File: src/hw/imuod_pkg.sv
package imuod_pkg;

	// ****************************************************************
	// Register offsets (byte addresses on the serial port)
	// ****************************************************************
	localparam logic [6:0] ADDR_Z_RATE_LOW_WORD       = 7'h18;
	localparam logic [6:0] ADDR_Z_RATE_HIGH_WORD      = 7'h1A;
	localparam logic [6:0] ADDR_X_ACCEL_LOW_WORD      = 7'h1C;
	localparam logic [6:0] ADDR_X_ACCEL_HIGH_WORD     = 7'h1E;
	localparam logic [6:0] ADDR_Y_ACCEL_LOW_WORD      = 7'h20;
	localparam logic [6:0] ADDR_Y_ACCEL_HIGH_WORD     = 7'h22;
	localparam logic [6:0] ADDR_Z_ACCEL_LOW_WORD      = 7'h24;
	localparam logic [6:0] ADDR_Z_ACCEL_HIGH_WORD     = 7'h26;
	localparam logic [6:0] ADDR_PULSE_REL_SAMPLE_TIME = 7'h28;
	localparam logic [6:0] ADDR_CHECKSUM_LOWER_WORD   = 7'h2A;
	localparam logic [6:0] ADDR_CHECKSUM_UPPER_WORD   = 7'h2C;
	localparam logic [6:0] ADDR_X_ANGLE_INC_LOW       = 7'h40;
	localparam logic [6:0] ADDR_X_ANGLE_INC_HIGH      = 7'h42;

	// ****************************************************************
	// Field positions, reset values, modes
	// ****************************************************************
	localparam int          WORD_W          = 16;
	localparam int          FRAME_LAST_BIT  = 15;
	localparam int          CMD_READ_BIT    = 15;
	localparam int          CMD_ADDR_HI     = 14;
	localparam int          CMD_ADDR_LO     = 8;
	localparam logic [1:0]  CLK_MODE_PULSE  = 2'b11;
	localparam logic [15:0] TIME_RESET      = 16'h0000;
	localparam logic [15:0] WORD_UNMAPPED   = 16'h0000;
	localparam logic [15:0] GROUP_FIRST     = 16'h0000;

	// ****************************************************************
	// Checksum engine
	// ****************************************************************
	localparam logic [31:0] CRC_POLY        = 32'h04C11DB7;
	localparam logic [31:0] CRC_INIT        = 32'hFFFFFFFF;
	localparam logic [3:0]  CRC_LAST_WORD   = 4'hE;

	// ****************************************************************
	// Delta angle scaling (default for the smallest range variant)
	// ****************************************************************
	localparam int          DANG_RANGE_DEG_V1 = 360;
	localparam int          DANG_RANGE_DEG_V2 = 720;
	localparam int          DANG_RANGE_DEG_V3 = 2160;
	localparam logic [31:0] DANG_MULT_V1      = 32'h000462DA;
	localparam int          DANG_SHIFT        = 32;

	// ****************************************************************
	// Types
	// ****************************************************************
	typedef enum logic [1:0]
	{
		CRC_IDLE = 2'b00,
		CRC_RUN  = 2'b01,
		CRC_DONE = 2'b10
	} imuod_crc_state_t;

	typedef struct packed
	{
		logic [15:0]        error_flags;
		logic [15:0]        temperature;
		logic signed [31:0] rate_x;
		logic signed [31:0] rate_y;
		logic signed [31:0] rate_z;
		logic signed [31:0] accel_x;
		logic signed [31:0] accel_y;
		logic signed [31:0] accel_z;
	} imuod_sample_t;

	typedef struct packed
	{
		imuod_sample_t      sample;
		logic [15:0]        sample_time;
		logic signed [31:0] angle_inc_x;
	} imuod_snap_t;

endpackage

File: src/hw/imuod_crc_engine.sv
`timescale 1ns/1ps
`default_nettype none

// Checksum over one 16-bit word per clock, MSB first
module imuod_crc_engine
(
	// Clock and reset
	input  wire logic        sys_clk,
	input  wire logic        nrst,
	input  wire logic        ce,
	// Word stream
	input  wire logic        crc_init,
	input  wire logic        word_valid,
	input  wire logic [15:0] word,
	// Result
	output logic      [31:0] crc
);

	logic [31:0] chain [0:16];

	// One shift stage per data bit
	assign chain[0] = crc;
	genvar b;
	generate
		for (b = 0; b < 16; b++)
		begin : g_bit
			assign chain[b + 1] = chain[b][31] ^ word[15 - b]
				? {chain[b][30:0], 1'b0} ^ imuod_pkg::CRC_POLY
				: {chain[b][30:0], 1'b0};
		end
	endgenerate

	// Register holding the running remainder
	always_ff @(posedge sys_clk or negedge nrst)
	begin
		if (!nrst)
			crc <= imuod_pkg::CRC_INIT;
		else if (ce)
		begin
			if (crc_init)
				crc <= imuod_pkg::CRC_INIT;
			else if (word_valid)
				crc <= chain[16];
		end
	end

endmodule

`default_nettype wire

File: src/hw/imuod_output_regs.sv
`timescale 1ns/1ps
`default_nettype none

// Overview of operation
// - Accel high word: signed, zero g reads 0x0000, 0.25 mg per count.
// - Each accel axis has low and high words forming one 32-bit value.
// - Z rate: low word holds extra resolution, high word signed, zero reads 0.
// - In pulse clock mode 11, sample time spans last sync pulse to update.
// - Sample time is 16-bit sample count, cleared on sync leading edge.
// - With decimation, sample time shows first raw sample of each group.
// - Checksum covers flags, temperature, rates, accels, sample time, in order.
// - Checksum lower and upper halves sit in two read-only registers.
// - Delta angle sums rate plus previous rate over D samples, scaled.
// - Integration rate is the raw sample rate, internal or external clock.
// - Full-scale delta angle is 360, 720 or 2160 degrees by variant.
// - Delta angle low and high words form one signed 32-bit value.
// - Delta angle high word count equals full scale over two to fifteen.
module imuod_output_regs
#(
	parameter logic [31:0] DANG_MULT = imuod_pkg::DANG_MULT_V1
)
(
	// Clock, reset, enable
	input  wire logic                     sys_clk,
	input  wire logic                     nrst,
	input  wire logic                     ce,
	// Sensor core, same clock domain
	input  wire logic                     sample_strobe,
	input  wire imuod_pkg::imuod_sample_t sample,
	input  wire logic [1:0]               clock_mode,
	input  wire logic [15:0]              decimation_setting,
	// Device pins
	input  wire logic                     sync_pin,
	input  wire logic                     spi_cs_n,
	input  wire logic                     spi_sclk,
	input  wire logic                     spi_mosi,
	output logic                          spi_miso,
	output logic                          data_ready
);

	// ****************************************************************
	// Pin synchronisers
	// ****************************************************************
	logic [2:0] sync_s;
	logic [2:0] sclk_s;
	logic [2:0] cs_s;
	logic [1:0] mosi_s;

	// Two flops before use; third flop only feeds edge detection
	always_ff @(posedge sys_clk or negedge nrst)
	begin
		if (!nrst)
		begin
			sync_s <= 3'h0;
			sclk_s <= 3'h7;
			cs_s   <= 3'h7;
			mosi_s <= 2'h0;
		end
		else if (ce)
		begin
			sync_s <= {sync_s[1:0], sync_pin};
			sclk_s <= {sclk_s[1:0], spi_sclk};
			cs_s   <= {cs_s[1:0], spi_cs_n};
			mosi_s <= {mosi_s[0], spi_mosi};
		end
	end

	logic sync_edge;
	logic sclk_rise;
	logic sclk_fall;
	logic cs_fall;
	logic pulse_mode;

	assign pulse_mode = (clock_mode == imuod_pkg::CLK_MODE_PULSE);
	assign sync_edge  = pulse_mode && sync_s[1] && !sync_s[2];
	assign sclk_rise  = sclk_s[1] && !sclk_s[2] && !cs_s[1];
	assign sclk_fall  = !sclk_s[1] && sclk_s[2] && !cs_s[1];
	assign cs_fall    = !cs_s[1] && cs_s[2];

	// ****************************************************************
	// Decimation group and sample time
	// ****************************************************************
	logic [15:0] grp_cnt;
	logic [15:0] time_cnt;
	logic [15:0] first_time;
	logic [15:0] next_time_cnt;
	logic        update;
	logic [15:0] grp_pos;

	// A raw sample arriving with the sync edge counts as the first after it
	assign next_time_cnt = sync_edge ? 16'h0001 : time_cnt + 16'h0001;
	assign grp_pos = sync_edge ? imuod_pkg::GROUP_FIRST : grp_cnt;
	assign update  = sample_strobe && grp_pos == decimation_setting;

	// Group position; a sync edge restarts the group
	always_ff @(posedge sys_clk or negedge nrst)
	begin
		if (!nrst)
			grp_cnt <= imuod_pkg::GROUP_FIRST;
		else if (ce)
		begin
			if (sample_strobe)
				grp_cnt <= update ? imuod_pkg::GROUP_FIRST : grp_pos + 16'h0001;
			else if (sync_edge)
				grp_cnt <= imuod_pkg::GROUP_FIRST;
		end
	end

	// Samples since the last sync leading edge
	always_ff @(posedge sys_clk or negedge nrst)
	begin
		if (!nrst)
			time_cnt <= imuod_pkg::TIME_RESET;
		else if (ce)
		begin
			if (!pulse_mode)
				time_cnt <= imuod_pkg::TIME_RESET;
			else if (sample_strobe)
				time_cnt <= next_time_cnt;
			else if (sync_edge)
				time_cnt <= imuod_pkg::TIME_RESET;
		end
	end

	// Time of first raw sample in the group
	always_ff @(posedge sys_clk or negedge nrst)
	begin
		if (!nrst)
			first_time <= imuod_pkg::TIME_RESET;
		else if (ce && sample_strobe && grp_pos == imuod_pkg::GROUP_FIRST)
			first_time <= pulse_mode ? next_time_cnt : imuod_pkg::TIME_RESET;
	end

	// ****************************************************************
	// Delta angle integration, x axis
	// ****************************************************************
	logic signed [31:0] prev_rate_x;
	logic signed [49:0] angle_acc;
	logic signed [49:0] angle_sum;
	logic signed [32:0] mult_s;
	logic signed [82:0] angle_prod;
	logic signed [31:0] angle_scaled;

	// Trapezoid term; the first of a group starts a fresh sum
	always_comb
	begin
		angle_sum = (grp_pos == imuod_pkg::GROUP_FIRST ? 50'sh0 : angle_acc)
			+ 50'(sample.rate_x) + 50'(prev_rate_x);
	end

	// Scale carries 1/(2 fs) and the variant range into output counts
	assign mult_s       = $signed({1'b0, DANG_MULT});
	assign angle_prod   = angle_sum * mult_s;
	assign angle_scaled = 32'(angle_prod >>> imuod_pkg::DANG_SHIFT);

	// Running sum and previous raw rate
	always_ff @(posedge sys_clk or negedge nrst)
	begin
		if (!nrst)
		begin
			angle_acc   <= 50'sh0;
			prev_rate_x <= 32'sh0;
		end
		else if (ce && sample_strobe)
		begin
			angle_acc   <= angle_sum;
			prev_rate_x <= sample.rate_x;
		end
	end

	// ****************************************************************
	// Coherent snapshot of all outputs except the checksum, which is published after its fifteen words
	// ****************************************************************
	imuod_pkg::imuod_snap_t snap;

	// Whole set latched at once so word pairs never tear
	always_ff @(posedge sys_clk or negedge nrst)
	begin
		if (!nrst)
		begin
			snap       <= '0;
			data_ready <= 1'b0;
		end
		else if (ce)
		begin
			data_ready <= update;
			if (update)
			begin
				snap.sample      <= sample;
				snap.sample_time <= grp_pos == imuod_pkg::GROUP_FIRST && pulse_mode
					? next_time_cnt : first_time;
				snap.angle_inc_x <= angle_scaled;
			end
		end
	end

	// ****************************************************************
	// Checksum sequencing
	// ****************************************************************
	imuod_pkg::imuod_crc_state_t crc_state;
	logic [3:0]                  crc_idx;
	logic [15:0]                 crc_word;
	logic [31:0]                 crc_val;
	logic [31:0]                 crc_reg;

	// Word order of the checksum
	always_comb
	begin
		case (crc_idx)
			4'h0:    crc_word = snap.sample.error_flags;
			4'h1:    crc_word = snap.sample.temperature;
			4'h2:    crc_word = snap.sample.rate_x[15:0];
			4'h3:    crc_word = snap.sample.rate_x[31:16];
			4'h4:    crc_word = snap.sample.rate_y[15:0];
			4'h5:    crc_word = snap.sample.rate_y[31:16];
			4'h6:    crc_word = snap.sample.rate_z[15:0];
			4'h7:    crc_word = snap.sample.rate_z[31:16];
			4'h8:    crc_word = snap.sample.accel_x[15:0];
			4'h9:    crc_word = snap.sample.accel_x[31:16];
			4'hA:    crc_word = snap.sample.accel_y[15:0];
			4'hB:    crc_word = snap.sample.accel_y[31:16];
			4'hC:    crc_word = snap.sample.accel_z[15:0];
			4'hD:    crc_word = snap.sample.accel_z[31:16];
			4'hE:    crc_word = snap.sample_time;
			default: crc_word = imuod_pkg::WORD_UNMAPPED;
		endcase
	end

	imuod_crc_engine u_crc
	(
		.sys_clk    (sys_clk),
		.nrst       (nrst),
		.ce         (ce),
		.crc_init   (update),
		.word_valid (crc_state == imuod_pkg::CRC_RUN),
		.word       (crc_word),
		.crc        (crc_val)
	);

	// Feeds fifteen words, then publishes; a new update restarts it
	always_ff @(posedge sys_clk or negedge nrst)
	begin
		if (!nrst)
		begin
			crc_state <= imuod_pkg::CRC_IDLE;
			crc_idx   <= 4'h0;
			crc_reg   <= 32'h0;
		end
		else if (ce)
		begin
			if (update)
			begin
				crc_state <= imuod_pkg::CRC_RUN;
				crc_idx   <= 4'h0;
			end
			else
			begin
				case (crc_state)
					imuod_pkg::CRC_RUN:
					begin
						crc_idx <= crc_idx + 4'h1;
						if (crc_idx == imuod_pkg::CRC_LAST_WORD)
							crc_state <= imuod_pkg::CRC_DONE;
					end
					imuod_pkg::CRC_DONE:
					begin
						crc_reg   <= crc_val;
						crc_state <= imuod_pkg::CRC_IDLE;
					end
					default:
						crc_state <= imuod_pkg::CRC_IDLE;
				endcase
			end
		end
	end

	// ****************************************************************
	// Register read mux
	// ****************************************************************
	logic [6:0]  rd_addr;
	logic [15:0] rd_data;

	always_comb
	begin
		case (rd_addr)
			imuod_pkg::ADDR_Z_RATE_LOW_WORD:       rd_data = snap.sample.rate_z[15:0];
			imuod_pkg::ADDR_Z_RATE_HIGH_WORD:      rd_data = snap.sample.rate_z[31:16];
			imuod_pkg::ADDR_X_ACCEL_LOW_WORD:      rd_data = snap.sample.accel_x[15:0];
			imuod_pkg::ADDR_X_ACCEL_HIGH_WORD:     rd_data = snap.sample.accel_x[31:16];
			imuod_pkg::ADDR_Y_ACCEL_LOW_WORD:      rd_data = snap.sample.accel_y[15:0];
			imuod_pkg::ADDR_Y_ACCEL_HIGH_WORD:     rd_data = snap.sample.accel_y[31:16];
			imuod_pkg::ADDR_Z_ACCEL_LOW_WORD:      rd_data = snap.sample.accel_z[15:0];
			imuod_pkg::ADDR_Z_ACCEL_HIGH_WORD:     rd_data = snap.sample.accel_z[31:16];
			imuod_pkg::ADDR_PULSE_REL_SAMPLE_TIME: rd_data = snap.sample_time;
			imuod_pkg::ADDR_CHECKSUM_LOWER_WORD:   rd_data = crc_reg[15:0];
			imuod_pkg::ADDR_CHECKSUM_UPPER_WORD:   rd_data = crc_reg[31:16];
			imuod_pkg::ADDR_X_ANGLE_INC_LOW:       rd_data = snap.angle_inc_x[15:0];
			imuod_pkg::ADDR_X_ANGLE_INC_HIGH:      rd_data = snap.angle_inc_x[31:16];
			default:                               rd_data = imuod_pkg::WORD_UNMAPPED;
		endcase
	end

	// ****************************************************************
	// Serial port slave, mode 3, 16-bit frames
	// ****************************************************************
	logic [15:0] rx_sh;
	logic [15:0] tx_sh;
	logic [15:0] resp;
	logic [3:0]  bit_cnt;
	logic [15:0] rx_full;

	// Answer to a read appears in the following frame
	assign rx_full = {rx_sh[14:0], mosi_s[1]};
	assign rd_addr = {rx_full[imuod_pkg::CMD_ADDR_HI:imuod_pkg::CMD_ADDR_LO + 1], 1'b0};

	// Receive on rising clock, decode at the last bit
	always_ff @(posedge sys_clk or negedge nrst)
	begin
		if (!nrst)
		begin
			rx_sh   <= 16'h0000;
			bit_cnt <= 4'h0;
			resp    <= 16'h0000;
		end
		else if (ce)
		begin
			if (cs_fall)
				bit_cnt <= 4'h0;
			else if (sclk_rise)
			begin
				rx_sh   <= rx_full;
				bit_cnt <= bit_cnt + 4'h1;
				if (bit_cnt == 4'(imuod_pkg::FRAME_LAST_BIT))
					resp <= rx_full[imuod_pkg::CMD_READ_BIT]
						? imuod_pkg::WORD_UNMAPPED : rd_data;
			end
		end
	end

	// Transmit: first bit at select, next ones on falling clock
	always_ff @(posedge sys_clk or negedge nrst)
	begin
		if (!nrst)
		begin
			tx_sh    <= 16'h0000;
			spi_miso <= 1'b0;
		end
		else if (ce)
		begin
			if (cs_fall)
			begin
				spi_miso <= resp[15];
				tx_sh    <= {resp[14:0], 1'b0};
			end
			else if (sclk_fall)
			begin
				spi_miso <= tx_sh[15];
				tx_sh    <= {tx_sh[14:0], 1'b0};
			end
		end
	end

endmodule

`default_nettype wire

File: config.mk
export PLATFORM = sky130hd
export DESIGN_NAME = imuod_output_regs
export DESIGN_NICKNAME = d
export VERILOG_FILES = /design/src/hw/imuod_pkg.sv /design/src/hw/imuod_crc_engine.sv /design/src/hw/imuod_output_regs.sv
export SDC_FILE = /design/constraint.sdc
export NUM_CORES = 2
export LEC_CHECK = 0
export BUFFER_PORTS_ARGS = -buffer_cell sky130_fd_sc_hd__buf_2
export CAP_MARGIN = 20
export CELL_PAD_IN_SITES_DETAIL_PLACEMENT = 2
export CELL_PAD_IN_SITES_GLOBAL_PLACEMENT = 2
export CORE_MARGIN = 2
export CORE_UTILIZATION = 36
export DETAILED_ROUTE_END_ITERATION = 8
export PLACE_DENSITY_LB_ADDON = 0.1
export SYNTH_ARGS = -nofsm -noshare
export SYNTH_HDL_FRONTEND = slang
export SYNTH_SLANG_ARGS = --single-unit
export TNS_END_PERCENT = 30
File: constraint.sdc
create_clock -name sys_clk -period 10.18 [get_ports sys_clk]
set_clock_uncertainty 0.05 [all_clocks]
set_input_delay 0 -clock sys_clk [delete_from_list [all_inputs] [get_ports sys_clk]]
set_output_delay 0 -clock sys_clk [all_outputs]
set_load 0.02 [all_outputs]
---- Word level (Yosys, flattened, before mapping) ----
Cells that the tools add are included.
storage, ports and cells
  ROM bits ................................ 0
  output and inout port bits .............. 2
  bits in latches ......................... 0
  memories ................................ 0
  logic and storage cells ................. 175
  bits in registers ....................... 536
  input bits .............................. 250
  bits in writable memories ............... 0
cells by class
  equality and inequality tests ........... 34
  muxes and demuxes ....................... 42
  add/subtract/negate cells ............... 6
  divide/modulo/power cells ............... 0
  reduce and logical (&&, ||, !) cells .... 29
  shift operators ......................... 0
  $lt $le $gt $ge ......................... 0
  $mul .................................... 1
  bitwise logic cells ..................... 34
operators with widths
  cell                                                  count
  two-way mux 27 bit                                    16
  case mux 16 bit (15 select lines)                     1
  NOT 14 bit                                            16
  case mux 16 bit (13 select lines)                     1
  two-way mux 16 bit                                    12
  adder 50 x 32 -> 50 bit                               2
  two-way mux 32 bit                                    2
  multiplier 50 x 19 -> 63 bit (second input constant)  1
  two-way mux 50 bit                                    1
  == test 6 x 5 -> 1 bit (second input constant)        7
  adder 16 x 1 -> 16 bit (second input constant)        2
  == test 4 bit (second input constant)                 8
  == test 6 x 4 -> 1 bit (second input constant)        4
  == test 16 bit                                        1
  == test 4 x 3 -> 1 bit (second input constant)        4
  zero test 16 bit                                      1
  two-way mux 4 bit                                     4
  bitwise XOR 1 bit                                     16
  == test 6 bit (second input constant)                 2
  AND reduction 2 bit                                   6
  logical AND 1 bit                                     11
  adder 4 x 1 -> 4 bit (second input constant)          2
  == test 4 x 2 -> 1 bit (second input constant)        2
  two-way mux 2 bit                                     3
  11 further kinds                                      21

---- Longest topological paths before layout ----
  word-level depth ........................ 36
  gate-level depth with buffers ........... 47
  gate-level depth less buffers ........... 44

---- Cells and area by module ----
From an unflattened synthesis, not the netlist that was laid out.
unflattened totals
  cells, all modules ...................... 4725
  area, all modules ....................... 44649.1 sq um
modules (own cells, without submodules)
  module             area an instance (sq um)  cells each  sequential area each (sq um)  instances
  imuod_output_regs  41876.4                   4479        12594.6                       1
  imuod_crc_engine   2772.7                    246         840.8                         1

---- Least setup slack after synthesis ----
OpenSTA, ideal clock, no wires.
  kind .................................... flip-flop to flip-flop
  start ................................... register sync_s[1]
  end ..................................... register snap[31] (netlist bit)
  path buffers ............................ 3
  stages on the path, launching flop included .. 46
  period minus slack after synthesis ...... 10703 ps
  setup slack ............................. -523 ps
  data required time ...................... 9997 ps
  library setup time ...................... 133 ps
  data arrival time ....................... 10520 ps
  cells stage by stage .................... dfrtp_1 nor2b_1 nand2_1 clkbuf_1 nand2_1 ha_1 nand2_1 clkbuf_1 and2_1 fa_1 ha_1 fa_1 a211oi_1 o21ai_1 a41oi_1 o21ai_0 a311oi_1 o31ai_1 [10 not listed] inv_1 fa_1 inv_1 ha_1 clkbuf_1 a21o_1 o21bai_1 nand2_1 o211ai_1 nand2_1 nand3b_1 a211o_1 a211o_1 a31oi_1 o21ai_0 a31oi_1 xnor2_1 o21ai_0
between the ends
  longest elaborated chain between the ends .. 8
  elaborated cells on any way between the ends .. 11
  classes of those cells .................. add/sub: 2; mul: 1; eq/ne: 1; mux: 2; reduce/logical: 5
ends and longest elaborated chain
  element                               RTL line                  RTL
  from (decl)                           imuod_output_regs.sv:44   logic [2:0] sync_s;
  from (signal assigned)                imuod_output_regs.sv:61   sync_s <= {sync_s[1:0], sync_pin};
  logical AND 1 bit (2 in a row)        imuod_output_regs.sv:75   assign sync_edge = pulse_mode && sync_s[1] && !sync_s[2];
  two-way mux 16 bit                    --
  zero test 16 bit                      imuod_output_regs.sv:147  angle_sum = (grp_pos == imuod_pkg::GROUP_FIRST ? 50'sh0 : angle_acc)
  two-way mux 50 bit                    imuod_output_regs.sv:147
  adder 50 x 32 -> 50 bit (2 in a row)  imuod_output_regs.sv:148  + 50'(sample.rate_x) + 50'(prev_rate_x);
  net angle_sum[35]                     imuod_output_regs.sv:139  logic signed [49:0] angle_sum;
  multiplier 50 x 19 -> 63 bit          imuod_output_regs.sv:153  assign angle_prod = angle_sum * mult_s;
  to (decl)                             imuod_output_regs.sv:174  imuod_pkg::imuod_snap_t snap;
The timed path passes the listed nets, and every way through them passes these cells.
A chain may end at the register's enable or synchronous reset.

---- Worst setup path after layout ----
  start ................................... register grp_cnt[13]
  end ..................................... register snap[31] (netlist bit)
between the ends
  longest elaborated chain between the ends .. 6
  elaborated cells on any way between the ends .. 9
  classes of those cells .................. add/sub: 2; mul: 1; eq/ne: 1; mux: 2; reduce/logical: 3
ends and longest elaborated chain
  element                               RTL line                  RTL
  from (decl)                           imuod_output_regs.sv:83   logic [15:0] grp_cnt;
  from (signal assigned)                imuod_output_regs.sv:99   grp_cnt <= imuod_pkg::GROUP_FIRST;
  from (signal assigned)                imuod_output_regs.sv:103  grp_cnt <= update ? imuod_pkg::GROUP_FIRST : grp_pos + 16'h0001;
  from (signal assigned)                imuod_output_regs.sv:105  grp_cnt <= imuod_pkg::GROUP_FIRST;
  two-way mux 16 bit                    --
  zero test 16 bit                      imuod_output_regs.sv:147
  two-way mux 50 bit                    imuod_output_regs.sv:147
  adder 50 x 32 -> 50 bit (2 in a row)  imuod_output_regs.sv:148
  net angle_sum[39]                     imuod_output_regs.sv:139
  multiplier 50 x 19 -> 63 bit          imuod_output_regs.sv:153
The timed path passes the listed nets, and every way through them passes these cells.

==> impl_metrics.env <==
export IMPL_run_status="complete, but fails checks"
export IMPL_violations_in_the_final_reports="setup timing"
export IMPL_die_y_microns=355
export IMPL_grt_antenna_before_repair=19
export IMPL_grt_first_pass_wirelength_microns=289000
export IMPL_ioPinCount=252
export IMPL_final_net_count=6677
export IMPL_core_region_area_sq_um=122000
export IMPL_layoutNonFillerInstCount=7429
export IMPL_layout_filler_cells=12857
export IMPL_worst_path_max_fanout=8
export IMPL_synthesis_nets=5775
export IMPL_dr_pass1_iterations=8
export IMPL_initial_utilization_pct=36.4
export IMPL_synthFlopType="dfrtp_1"
export IMPL_avgSynthCellArea_sq_um=9.20
export IMPL_critical_path_max_stage_delay_ns=0.57
export IMPL_number_of_different_library_cells_in_the_post_synthesis_netlist=83
export IMPL_cpMostUsedCell="fa_1"
export IMPL_hold_ws_ns=0.0402
export IMPL_post_synth_main_area_contributors="dfrtp_1, fa_1, ha_1, nand2_1, inv_1"
export IMPL_pin_count_of_the_biggest_net_entering_global_routing=92
export IMPL_via_count=40298
export IMPL_synth_area_leader_cell="dfrtp_1"
export IMPL_reg2reg_from="grp_cnt[13]$_DFFE_PN0P_"
export IMPL_timing_final_setup_violations=5
export IMPL_clk_transition_reported_paths_ns=0.06
export IMPL_die_w_microns=355
export IMPL_hp_start="sample[34]"
export IMPL_port_buffer_count=251
export IMPL_seq_area_sq_um=13400
export IMPL_seq_area_frac_synth_pct=30.2
export IMPL_synthMostInstantiatedCell="nand2_1"
export IMPL_critPathRequiredTime_ns=10.65
export IMPL_transition_at_the_pin_with_the_smallest_max_transition_slack_ns=1.21
export IMPL_area_growth_synth_to_final_pct=30.3
export IMPL_clock_tree_root_cell="clkbuf_16"
export IMPL_final_min_period_over_clock_period_pct=101
export IMPL_drt_wl_total_microns=202000
export IMPL_netlist_area_leader_share_pct=28.0
export IMPL_rsz_0062_raised_after_global_routing="yes"
export IMPL_final_max_slew_violation_count=0
export IMPL_ys_async_sr_fraction_pct=100
export IMPL_globalRouteTotalUtil_pct=30.4
export IMPL_synth_enable_flop_cells=0
export IMPL_maxCapViolCount=0
export IMPL_multiInputGateArea_sq_um=29700
export IMPL_final_critical_path_setup_slack_ns=-0.0816
export IMPL_wl_per_cell_microns=27.1
export IMPL_ys_top_cells_by_count="nand2_1, inv_1, dfrtp_1"
export IMPL_cts_max_path_buffers=3
export IMPL_worstHoldPathType="primary input to flop"
export IMPL_first_global_vias=45440
export IMPL_critPathArrivalTime_ns=10.73
export IMPL_clk_insertion_delay_late_ns=0.68
export IMPL_worst_setup_path_start_kind="flop"
export IMPL_postSynthCellCount=4832
export IMPL_cts_made_buffers=70
export IMPL_clock_tree_htree_level_count=3
export IMPL_drt_first_iter_violations=2580
export IMPL_leftover_overflow_at_the_end_of_global_routing=0
export IMPL_setup_tns_final_ns=-0.230
export IMPL_yosys_register_bits=535
export IMPL_yosysWarningCount=0
export IMPL_crit_path_top_delay_cell="fa_1"
export IMPL_final_hold_viol_count=0
export IMPL_placed_cells_incl_taps=6949
export IMPL_upper_clock_frequency_limit_mhz=97.5
export IMPL_gp_congestion=0.928
export IMPL_worst_setup_path_startpoint="grp_cnt[13]$_DFFE_PN0P_"
export IMPL_routed_via_density=5.42
export IMPL_tritoncts_clock_tree="done"
export IMPL_design_die_area_sq_um=126000
export IMPL_utilization_pct=47.4
export IMPL_largestRegisters="snap x272, angle_acc x50"
export IMPL_fp_row_count=128
export IMPL_drc=0
export IMPL_minimum_clock_period_after_layout_ns=10.26
export IMPL_clkSinkCount=535
export IMPL_synthesized_area_sq_um=44500
export IMPL_max_slew_margin_pct=19.5
export IMPL_register_with_the_highest_flop_count="snap"
export IMPL_ant_nets=0
export IMPL_setup_worst_path_class="flop to flop"
export IMPL_largest_register_ffs=272
export IMPL_dpl_hpwl_microns=143000
export IMPL_layout_drive_gt1_share_pct=22.2
export IMPL_critPathCaptureType="flop"
-- stage by stage --
step / instance area (sq um) / worst slack, ns
final: 58000 / -0.0816
after floorplan: 44500 / 0.0342
after detailed placement: 50400 / -0.802
after global routing: 58000 / -0.497
after CTS: 56400 / 0.000173
after global placement: 50400 / -0.483
-- worst max-delay path, delay by kind of cell, from the launching register on --
family                     cells  cell delay, ns
AOI/OAI and AO/OA             14            2.78
buffers and inverters          7            0.88
adders and majority gates      8            3.45
DFF                            1            0.41
xor gates and xnor gates       4            0.79
and+or+nand+nor               12            1.72
-- layout make-up --
type | instances | area share, %
multi-input combinational | 3488 | 51.3
sequential | 535 | 23.2
timing repair buffer | 1033 | 13.7
inverter | 606 | 3.92
clock buffer | 109 | 3.67
tap | 1625 | 3.51
clock inverter | 21 | 0.645
antenna | 12 | 0.0518
-- layout by cell type, fill, tap and decap left out, drive strengths merged, types with 10 or more instances in the layout --
| master | Yosys | routed |
|---|---|---|
| o31ai | 16 | 16 |
| nand2b | 21 | 21 |
| diode | 0 | 12 |
| nand2 | 1074 | 1074 |
| nand4 | 30 | 30 |
| mux2i | 42 | 42 |
| clkbuf | 162 | 109 |
| o21a | 16 | 16 |
| a221oi | 44 | 44 |
| mux2 | 78 | 78 |
| a22o | 35 | 35 |
| fa | 350 | 350 |
| a22oi | 77 | 77 |
| dfrtp | 497 | 497 |
| a31oi | 34 | 34 |
| inv | 606 | 608 |
| nand3 | 38 | 38 |
| and3 | 21 | 21 |
| nor3 | 21 | 21 |
| a222oi | 21 | 21 |
| buf | 41 | 748 |
| o21bai | 18 | 18 |
| a211oi | 17 | 17 |
| nor2 | 143 | 143 |
| nor2b | 23 | 23 |
| xnor2 | 192 | 192 |
| clkinv | 0 | 12 |
| o21ai | 236 | 236 |
| xor2 | 133 | 133 |
| and2 | 73 | 73 |
| a21oi | 185 | 185 |
| dfstp | 38 | 38 |
| nor4 | 10 | 10 |
| ha | 343 | 343 |
| dlygate4sd3 | 0 | 285 |
| a21o | 89 | 89 |
-- worst paths after layout --
kind | to | slack, ns | depth (start not counted)
setup reg to reg | snap[31]$_DFFE_PN0P_ | -0.08 | 45
hold / removal | snap[82]$_DFFE_PN0P_ | 0.04 | 4
setup / recovery | snap[31]$_DFFE_PN0P_ | -0.08 | 45
max in group asynchronous | angle_acc[49]$_DFFE_PN0P_ | 7.30 | 5
min in group asynchronous | angle_acc[0]$_DFFE_PN0P_ | 0.43 | 3
hold reg to reg | angle_acc[20]$_DFFE_PN0P_ | 0.42 | 2
-- logic make-up after synthesis --
| logic type | Yosys count | share of synthesized area, % |
|---|---|---|
| compound gates | 861 | 12.8 |
| xor+xnor | 326 | 7.38 |
| simple gates | 1482 | 14.0 |
| buf+inv | 809 | 7.06 |
| flops | 535 | 30.2 |
| mux | 126 | 3.22 |
| fa+ha+maj | 693 | 25.4 |
-- per-layer routing --
metal	vias to the layer above	wire length (microns)	global-route usage [%]
li1	17659	-	-
met2	1111	101000	52.9
met5	-	23	0
met4	4	10700	13.9
met3	464	9050	3.81
met1	21060	81100	37.5
-- repair_timing --
action / 4_1_cts / 5_1_grt
endpoints found under the setup margin: 25 / 29
endpoints found under the hold margin: 397 / 0
gates resized for setup: 95 / 231
hold buffers: 286 / 0
setup buffers: 16 / 37
pin swaps: 39 / 148
Power is not shown: default switching activity piles up to over one toggle a cycle in this logic, so the estimate is an artifact.
